File: src/pce_pkg.sv
// Constants for the port C edge-change detector
// What this block does
// - Enabled rising edge on a pin sets that pin's change flag; disabled ones ignored.
// - Enabled falling edge on a pin sets that pin's change flag; disabled ones ignored.
// - Flags set by enabled edges or by writing one; both edge enables may be active together.
// - Hardware sets flags, software reads them and clears by writing zero.
// - On small packages upper two enable and flag bits are absent, read zero.
// - Summary flag is OR of all change flags; interrupt raised when enabled, from sticky status bits whose mask bits are set.
// - Edge arriving during a clearing write leaves its flag set afterwards.
// - Enabled edge wakes device when interrupt enable set; flag updated first.
package pce_pkg;
    localparam int          PINS        = 8;
    localparam logic [7:0]  MASK_WIDE   = 8'hFF;
    localparam logic [7:0]  MASK_NARROW = 8'h3F;
    localparam logic [7:0]  RST_BYTE    = 8'h00;
    // Byte addresses of the words on the bus
    localparam logic [3:0]  ADR_RISE    = 4'h0;
    localparam logic [3:0]  ADR_FALL    = 4'h4;
    localparam logic [3:0]  ADR_FLAGS   = 4'h8;
    localparam logic [3:0]  ADR_CTRL    = 4'hC;
    // Extra words above 16 bytes use bit 4 of the address
    localparam logic [4:0]  ADR_ISTAT   = 5'h10;
    localparam logic [4:0]  ADR_IMASK   = 5'h14;
    // Control word fields
    localparam int          CTRL_IE_BIT  = 0;
    localparam int          CTRL_SUM_BIT = 1;
endpackage

File: src/pce_edge_if.sv
// Interface carrying per-pin edge pulses from the detector to the register logic
`timescale 1ns/100ps
interface pce_edge_if;
    logic [7:0] rise;
    logic [7:0] fall;
    modport src (output rise, output fall);
    modport snk (input rise, input fall);
endinterface

File: src/pce_port_c_ioc.sv
// Port C edge-change detector with Wishbone register slave
//
// Design decisions made here: the placing of the registers and the Wishbone interface to the registers.
`timescale 1ns/100ps
module pce_port_c_ioc #(
    parameter bit WIDE_PKG = 1'b1        // 1 = all eight pins present
) (
    input  wire logic        clk_i,      // System clock, 100 MHz
    input  wire logic        rst_i,      // Synchronous reset, high
    input  wire logic [7:0]  port_c_pin_i, // Port C pins, asynchronous
    input  wire logic        cyc_i,      // Wishbone cycle
    input  wire logic        stb_i,      // Wishbone strobe
    input  wire logic        we_i,       // Wishbone write enable
    input  wire logic [4:0]  adr_i,      // Wishbone byte address
    input  wire logic [3:0]  sel_i,      // Wishbone byte selects
    input  wire logic [31:0] dat_i,      // Wishbone write data
    output logic      [31:0] dat_o,      // Wishbone read data
    output logic             ack_o,      // Wishbone acknowledge
    output logic             change_summary_flag_o, // OR of all change flags
    output logic             wake_o,     // Wake request out of sleep
    output logic             irq_o       // Level interrupt
);
    localparam logic [7:0] IMPL = WIDE_PKG ? pce_pkg::MASK_WIDE : pce_pkg::MASK_NARROW;

    pce_edge_if edges ();

    pce_edge_det #(
        .W (pce_pkg::PINS)
    ) u_det (
        .clk_i  (clk_i),
        .rst_i  (rst_i),
        .pin_i  (port_c_pin_i),
        .edge_o (edges.src)
    );

    logic [7:0]  rise_en_q;
    logic [7:0]  fall_en_q;
    logic [7:0]  flags_q;
    logic [7:0]  flags_d;
    logic [7:0]  istat_q;
    logic [7:0]  istat_d;
    logic [7:0]  imask_q;
    logic        ie_q;
    logic        ack_q;
    logic [31:0] rdat_q;

    // Bus decode; a write lands on the edge where the master sees ack
    wire         req     = cyc_i & stb_i;
    wire         wr_lane = req & we_i & ack_q & sel_i[0];
    wire         hit_rise  = adr_i == {1'b0, pce_pkg::ADR_RISE};
    wire         hit_fall  = adr_i == {1'b0, pce_pkg::ADR_FALL};
    wire         hit_flags = adr_i == {1'b0, pce_pkg::ADR_FLAGS};
    wire         hit_ctrl  = adr_i == {1'b0, pce_pkg::ADR_CTRL};
    wire         hit_istat = adr_i == pce_pkg::ADR_ISTAT;
    wire         hit_imask = adr_i == pce_pkg::ADR_IMASK;
    wire  [7:0]  wbyte   = dat_i[7:0];

    // Per-pin set requests from enabled edges only
    wire  [7:0]  rise_set = edges.rise & rise_en_q & IMPL;
    wire  [7:0]  fall_set = edges.fall & fall_en_q & IMPL;
    wire  [7:0]  set_vec  = rise_set | fall_set;
    wire         wr_flags = wr_lane & hit_flags;

    // Set wins over any written value, so a clearing write never loses an edge
    assign flags_d = ((wr_flags ? wbyte : flags_q) | set_vec) & IMPL;
    // Sticky status records each edge that sets a flag; written ones clear it
    assign istat_d = ((wr_lane & hit_istat) ? (istat_q & ~wbyte) : istat_q) | set_vec;

    wire         summary = |flags_q;
    wire  [31:0] rd_mux  =
        hit_rise  ? {24'h00_0000, rise_en_q} :
        hit_fall  ? {24'h00_0000, fall_en_q} :
        hit_flags ? {24'h00_0000, flags_q}   :
        hit_ctrl  ? {30'h0000_0000, summary, ie_q} :
        hit_istat ? {24'h00_0000, istat_q}   :
        hit_imask ? {24'h00_0000, imask_q}   : 32'h0000_0000;

    always_ff @(posedge clk_i) begin
        if (rst_i) begin
            ack_q  <= 1'b0;
            rdat_q <= 32'h0000_0000;
        end else begin
            ack_q  <= req & ~ack_q;
            rdat_q <= rd_mux;
        end
    end

    always_ff @(posedge clk_i) begin
        if (rst_i) begin
            rise_en_q <= pce_pkg::RST_BYTE;
            fall_en_q <= pce_pkg::RST_BYTE;
            flags_q   <= pce_pkg::RST_BYTE;
            istat_q   <= pce_pkg::RST_BYTE;
            imask_q   <= pce_pkg::RST_BYTE;
            ie_q      <= 1'b0;
        end else begin
            flags_q <= flags_d;
            istat_q <= istat_d & IMPL;
            if (wr_lane && hit_rise) begin
                rise_en_q <= wbyte & IMPL;
            end
            if (wr_lane && hit_fall) begin
                fall_en_q <= wbyte & IMPL;
            end
            if (wr_lane && hit_imask) begin
                imask_q <= wbyte & IMPL;
            end
            if (wr_lane && hit_ctrl) begin
                ie_q <= wbyte[pce_pkg::CTRL_IE_BIT];
            end
        end
    end

    assign ack_o                 = ack_q;
    assign dat_o                 = rdat_q;
    assign change_summary_flag_o = summary;
    // Wake follows the flag register, so the flag is already set when the core resumes
    assign wake_o                = ie_q & summary;
    assign irq_o                 = ie_q & (|(istat_q & imask_q));
endmodule

File: src/pce_edge_det.sv
// Pin synchroniser and single-cycle edge detector
`timescale 1ns/100ps
module pce_edge_det #(
    parameter int W = 8
) (
    input  wire logic         clk_i,   // System clock
    input  wire logic         rst_i,   // Synchronous reset, high
    input  wire logic [W-1:0] pin_i,   // Asynchronous port pins
    pce_edge_if.src           edge_o   // Edge pulses out
);
    logic [W-1:0] meta_q;
    logic [W-1:0] sync_q;
    logic [W-1:0] prev_q;
    logic [2:0]   arm_q;
    logic         armed_q;

    // Pulses are held off until a real pin sample has reached prev_q, three
    // edges after reset, so a pin already high at reset gives no false edge.
    always_ff @(posedge clk_i) begin
        if (rst_i) begin
            meta_q  <= '0;
            sync_q  <= '0;
            prev_q  <= '0;
            arm_q   <= 3'h0;
        end else begin
            meta_q  <= pin_i;
            sync_q  <= meta_q;
            prev_q  <= sync_q;
            arm_q   <= {arm_q[1:0], 1'b1};
        end
    end

    assign armed_q = arm_q[2];

    assign edge_o.rise = armed_q ? (sync_q & ~prev_q) : '0;
    assign edge_o.fall = armed_q ? (~sync_q & prev_q) : '0;
endmodule

File: config.mk
export PLATFORM = sky130hd
export DESIGN_NAME = pce_port_c_ioc
export DESIGN_NICKNAME = d
export VERILOG_FILES = /design/src/pce_pkg.sv /design/src/pce_edge_if.sv /design/src/pce_port_c_ioc.sv /design/src/pce_edge_det.sv
export SDC_FILE = /design/constraint.sdc
export NUM_CORES = 1
export LEC_CHECK = 0
export CAP_MARGIN = 20
export CORE_MARGIN = 5
export CORE_UTILIZATION = 56
export DETAILED_ROUTE_END_ITERATION = 6
export DONT_BUFFER_PORTS = 1
export GPL_ROUTABILITY_DRIVEN = 1
export PLACE_DENSITY = 0.75
export SYNTH_ARGS = -nofsm -noshare
export SYNTH_HDL_FRONTEND = slang
export SYNTH_SLANG_ARGS = --single-unit
File: constraint.sdc
create_clock -name clk_i -period 1.32 [get_ports clk_i]
set_input_delay 0.198 -clock clk_i [delete_from_list [all_inputs] [get_ports clk_i]]
set_output_delay 0.198 -clock clk_i [all_outputs]
set_load 0.005 [all_outputs]
==> impl_metrics.ini, run 1 <==
[yosys]
synth-seq-cells = 77
yosys.area.top_type_share_pct = 46.4
synth.distinct_cells = 37
syn-cell-area_um2 = 3320
synth_top_area_cell = dfxtp_1
async_reset_ff_share_pct = 0
syn_inst = 341
synth_area_per_cell_um2 = 9.75
yosysWarnings = 0
seq_area_frac_synth_pct = 46.4
synth_ff_type = dfxtp_1
synth_edf_count = 0
synth.area.top_cells = dfxtp_1, mux2i_1, buf_4

[critical_path]
cp.required_ns = 1.12
cpPeakStageDelay_ns = 0.37
cp_max_fo = 3
worst-path-buf-inv = 1
crit_path_top_delay_cell = nor4_4
cp-start-kind = register
crit_chain = nor4_4 -> nand2_4 -> buf_6
critical_path_class = reg2out
critPathTopFamily = simple AND/OR/NAND/NOR gates
arrival_ns = 1.29
crit_path_end_kind = primary output

[global_routing]
grt_pass1_wl_um = 12600
grt_usage_pct = 22.1
grt_antenna_before_repair = 0
grt_start_max_net_pins = 50
overflow = 0
grt_pass1_vias = 2531

[routing]
wl_per_cell_um = 16.9
drt_iter0_drc = 217
wirelength_um = 7770
route.detailed.drc = 0
ant_nets = 0
drt-pass1-iter-count = 4
via_per_inst = 5.44
vias = 2499

[final_layout]
fin_cells = 459
n_antenna_cell = 0
drive_above_1_share_pct = 16.4
final_util_pct = 69.1
finalNetCount = 434
fin_area_um2 = 4040
area_growth_pct = 21.6

[placement]
placed_area_um2 = 3360
dp.cells = 412
portBuffers = 0
gp_congestion = 0.833
dp_hpwl_um = 4700

[timing]
setup_viol = 4
hold_viol = 0
fin_skew_ns = 0.0123
clock.fmax_ghz = 0.672
fin_ws_ns = -0.168
slew_viol_final = 0
fin_crit_sh_pct = 113
rsz0062_at_grt = true
period_needed_ns = 1.49

[run_status]
status = finished with violations
violations = setup timing

[clock_tree]
htreeDepth = 3
cts.reportedPaths.clkPinSlew_ns = 0.08
cts_buffers = 9
clock-sinks = 77
clk_latency_ns = 0.34
cts-root-buf = clkbuf_8
cts_tree = built
cts.path.max_buffers = 2

[floorplan]
core_um2 = 5850
die_w_um = 87.1
top_level_ports = 90
initial_core_util_pct = 56.8
dieArea_um2 = 7580
die_h_um = 87.1
placementRows = 28

[run]
max-cap-violations = 0

[power_and_ir_drop]
p_leak_uw = 0.00188
ir_drop_v = 0.000859
p_per_area_nw_per_um2 = 1120

[hold_path]
hold_class = in2reg
-- timing repair --
| action | 4_1_cts | 5_1_grt |
|---|---|---|
| endpoints found under the setup margin | 34 | 35 |
| gates cloned | 0 | 0 |
| pin swaps | 6 | 15 |
| hold buffers | 29 | 0 |
| setup buffers | 2 | 2 |
| gates resized for setup | 13 | 19 |
| hold endpoints to repair | 69 | 0 |
-- worst paths after layout --
path	startpoint	endpoint	slack, ns	cells past startpoint
max	flags_q[7]	change_summary_flag_o	-0.17	3
max reg2reg	flags_q[7]	dat_o[1]	-0.07	6
min reg2reg	u_det.meta_q[6]	u_det.sync_q[6]	0.45	1
min	dat_i[3]	rise_en_q[3]	0.01	2
-- area by class of cell --
| type | instances | area, um2 |
|---|---|---|
| fill | 447 | 1810 |
| sequential | 77 | 1550 |
| clock buffer | 11 | 141 |
| timing repair buffer | 44 | 453 |
| multi-input combinational | 236 | 1680 |
| inverter | 12 | 45.0 |
| clock inverter | 4 | 72.6 |
| tap | 75 | 93.8 |
-- cell usage in the layout (no fill, tap or decap), types with 10 or more instances in the layout --
master and n:
conb_1 24, nor2_1 33, o21ai_1 10, mux2i_1 40, dlygate4sd3_1 28, inv_1 11
clkbuf_8 10, dfxtp_1 69, nor2b_1 28, and3b_1 16, a21oi_1 25
-- registers in the layout, indices dropped and copies added, names as in the netlist, 3 cells and up --
name and count:
fall_en_q 8, dat_o 8, istat_q 8, imask_q 8, rise_en_q 8, u_det.arm_q 3, flags_q 8, u_det.prev_q 8
u_det.meta_q 8, u_det.sync_q 8
-- logic make-up after synthesis --
logic type | Yosys count | synth area share (%)
compound gates | 64 | 11.2
buf+inv | 51 | 8.81
flops | 77 | 46.4
mux | 40 | 12.0
other cells | 1 | 0.113
simple gates | 108 | 21.5
-- synth_stat cells, types with 2 or more instances --
| cell | number |
|---|---|
| dfxtp_1 | 77 |
| a211o_1 | 6 |
| a22oi_1 | 4 |
| and3b_1 | 16 |
| a21oi_1 | 26 |
| nor2b_1 | 28 |
| nand3b_1 | 2 |
| clkbuf_1 | 10 |
| nand2_1 | 10 |
| o21ai_0 | 8 |
| buf_2 | 3 |
| nor4_1 | 2 |
| inv_1 | 11 |
| nor2_1 | 33 |
| nand4_1 | 2 |
| nor3b_4 | 2 |
| buf_4 | 24 |
| mux2i_1 | 40 |
| nand4_4 | 4 |
| nor3_1 | 2 |
| o21ai_1 | 15 |
-- per-layer routing --
layer	GRT usage [%]	wire length (um)	up-vias
met1	27.2	3210	1176
li1	-	-	1208
met3	4.45	663	18
met4	11.3	210	0
met5	0	0	-
met2	36.2	3680	97
-- where the power goes --
group | switching, uW | internal, uW
clock | 826 | 1100
sequential | 18.7 | 2360
combinational | 110 | 123
-- metrics by stage --
stage	hold slack [ns]	total power, uW	setup TNS, ns	setup slack (ns)
2_1_floorplan	0.316	2640	0	0.0271
3_3_place_gp	0.257	2560	-0.348	-0.0242
3_5_place_dp	0.259	2560	-0.992	-0.0703
4_1_cts	0.00110	4550	-0.273	-0.161
5_1_grt	0.0153	4700	-1.54	-0.241
6_report	0.0120	4540	-0.384	-0.168
No activity file was read; power rests on OpenSTA's default activity.
==> run 2: changes to the inputs <==
--- a/config.mk
+++ b/config.mk
@@ -11,7 +11,9 @@
 export DETAILED_ROUTE_END_ITERATION = 6
 export DONT_BUFFER_PORTS = 1
 export GPL_ROUTABILITY_DRIVEN = 1
+export MAX_ROUTING_LAYER = met4
 export PLACE_DENSITY = 0.75
+export SKIP_CTS_REPAIR_TIMING = 1
 export SYNTH_ARGS = -nofsm -noshare
 export SYNTH_HDL_FRONTEND = slang
 export SYNTH_SLANG_ARGS = --single-unit
==> run 2 against run 1 <==
Effect of this change: the flow still finishes with violations (setup timing); non-clock buffer count decreased by 7; maximum frequency is 0.85% lower; clock power about the same; combinational power decreased by 9.9%; via count down 0.92%; critical path type unchanged; largest cell class unchanged.
==> impl_metrics.ini, run 2 (synthesis results as in run 1) <==
[final_layout]
drive_above_1_share_pct = 13.8
seqCellArea_um2 = 1550
finalNetCount = 427
layout.cells.most_common_list = dfxtp_1, mux2i_1, nor2_1
fin_cells = 452
multi_input_area_um2 = 1660
n_antenna_cell = 0
nFillCells = 453
layout_commonest_cell = dfxtp_1
area_growth_pct = 18.1

[hold_path]
hold_class = in2reg
hold-path-cell-count = 2
min_from = dat_i[4]
min_delay_worst_endpoint = fall_en_q[4]

[power_and_ir_drop]
p_total_uw = 4510
p_per_area_nw_per_um2 = 1150
ir_drop_v = 0.000831
p_leak_uw = 0.00183

[placement]
dp.cells = 412
portBuffers = 0
gp_congestion = 0.846
dp_slack_ns = -0.0703
dp_hpwl_um = 4700

[routing]
wirelength_um = 7410
route.detailed.drc = 0
vias = 2476
wl_per_cell_um = 16.4
ant_nets = 0
drt-pass1-iter-count = 5
drt_iter0_drc = 204
via_per_inst = 5.48

[run_status]
violations = setup timing
status = finished with violations

[critical_path]
crit_path_start = flags_q[7]
crit_path_top_delay_cell = nor4_4
rr_worst_depth = 5
arrival_ns = 1.30
cp.required_ns = 1.12
r2r-start = ack_o
cpPeakStageDelay_ns = 0.38
r2r_setup_slack_ns = -0.01
critical_path_class = reg2out
cp_max_fo = 3
cp-start-kind = register
crit_path_end_kind = primary output
worstReg2RegEnd = rise_en_q[2]
crit_chain = nor4_4 -> nand2_4 -> buf_6

[timing]
rsz0062_at_grt = true
fin_ws_ns = -0.181
hold_viol = 0
period_needed_ns = 1.50
fin_crit_sh_pct = 114
setup_viol = 4
finalSetupTns_ns = -0.329
slew_viol_final = 0
fin_skew_ns = 0.00964
clock.fmax_ghz = 0.666
timing.hold.ws_ns = 0.00221

[global_routing]
overflow = 0
grt_usage_pct = 20.2
grt_pass1_wl_um = 11300
grt_pass1_vias = 2263
grt_antenna_before_repair = 0
grt_start_max_net_pins = 71

[floorplan]
initial_core_util_pct = 56.8
core_um2 = 5850
placementRows = 28
die_h_um = 87.1
die_w_um = 87.1
top_level_ports = 90
dieArea_um2 = 7580

[clock_tree]
htreeDepth = 3
cts_buffers = 9
cts.path.max_buffers = 2
cts-root-buf = clkbuf_8
cts.reportedPaths.clkPinSlew_ns = 0.08
clock-sinks = 77
cts_tree = built
clk_latency_ns = 0.34

[run]
max-cap-violations = 0
run 2: cell count changes in the layout (fill, tap and decap cells not counted), moves of 2 or more:
cell / change
dlygate4sd3_1: -4
dfxtp_1: +4
o21ai_2: -2
buf_6: -2
dfxtp_2: -3
o21ai_1: +2
run 2: area by class of cell:
| cell class | instances | share of cell area (%) |
|---|---|---|
| inverter | 12 | 1.15 |
| tap | 75 | 2.39 |
| timing repair buffer | 37 | 9.44 |
| sequential | 77 | 39.4 |
| clock buffer | 11 | 3.60 |
| clock inverter | 4 | 1.85 |
| multi-input combinational | 236 | 42.2 |
run 2: how the worst max path moves through the flow:
stage	to	slack, ns	cells past startpoint
detailed placement	fall_en_q[7]	-0.07	5
finish	change_summary_flag_o	-0.18	3
CTS	change_summary_flag_o	-0.25	4
global placement	fall_en_q[5]	-0.02	5
floorplan	flags_q[0]	0.03	5
global route	change_summary_flag_o	-0.23	3
run 2: per-stage QoR:
stage | area, um2 | utilization, %
final | 3930 | 67.1
after global routing | 3930 | 67.1
after CTS | 3570 | 61.1
after detailed placement | 3360 | 57.4
after global placement | 3360 | 57.4
after floorplan | 3410 | -
run 2: critical path, delay by kind of cell (launching register included):
family	cells	cell delay (ns)
DFF	1	0.35
and+or+nand+nor	2	0.48
buffers and inverters	1	0.13
run 2: report_power, final:
part / switching (uW) / leakage (uW) / internal, uW / total (uW)
clock: 819 / 0.000105 / 1100 / 1920
sequential: 17.8 / 0.000627 / 2360 / 2380
combinational: 98.4 / 0.00110 / 112 / 210
run 2: per-layer routing:
| metal | global-route usage, % | share of wire (%) | up-vias |
|---|---|---|---|
| li1 | - | - | 1192 |
| met1 | 25.3 | 43 | 1172 |
| met2 | 30.9 | 47 | 97 |
| met3 | 4.16 | 7.4 | 15 |
| met4 | 10.2 | 1.9 | 0 |
| met5 | - | 0 | - |
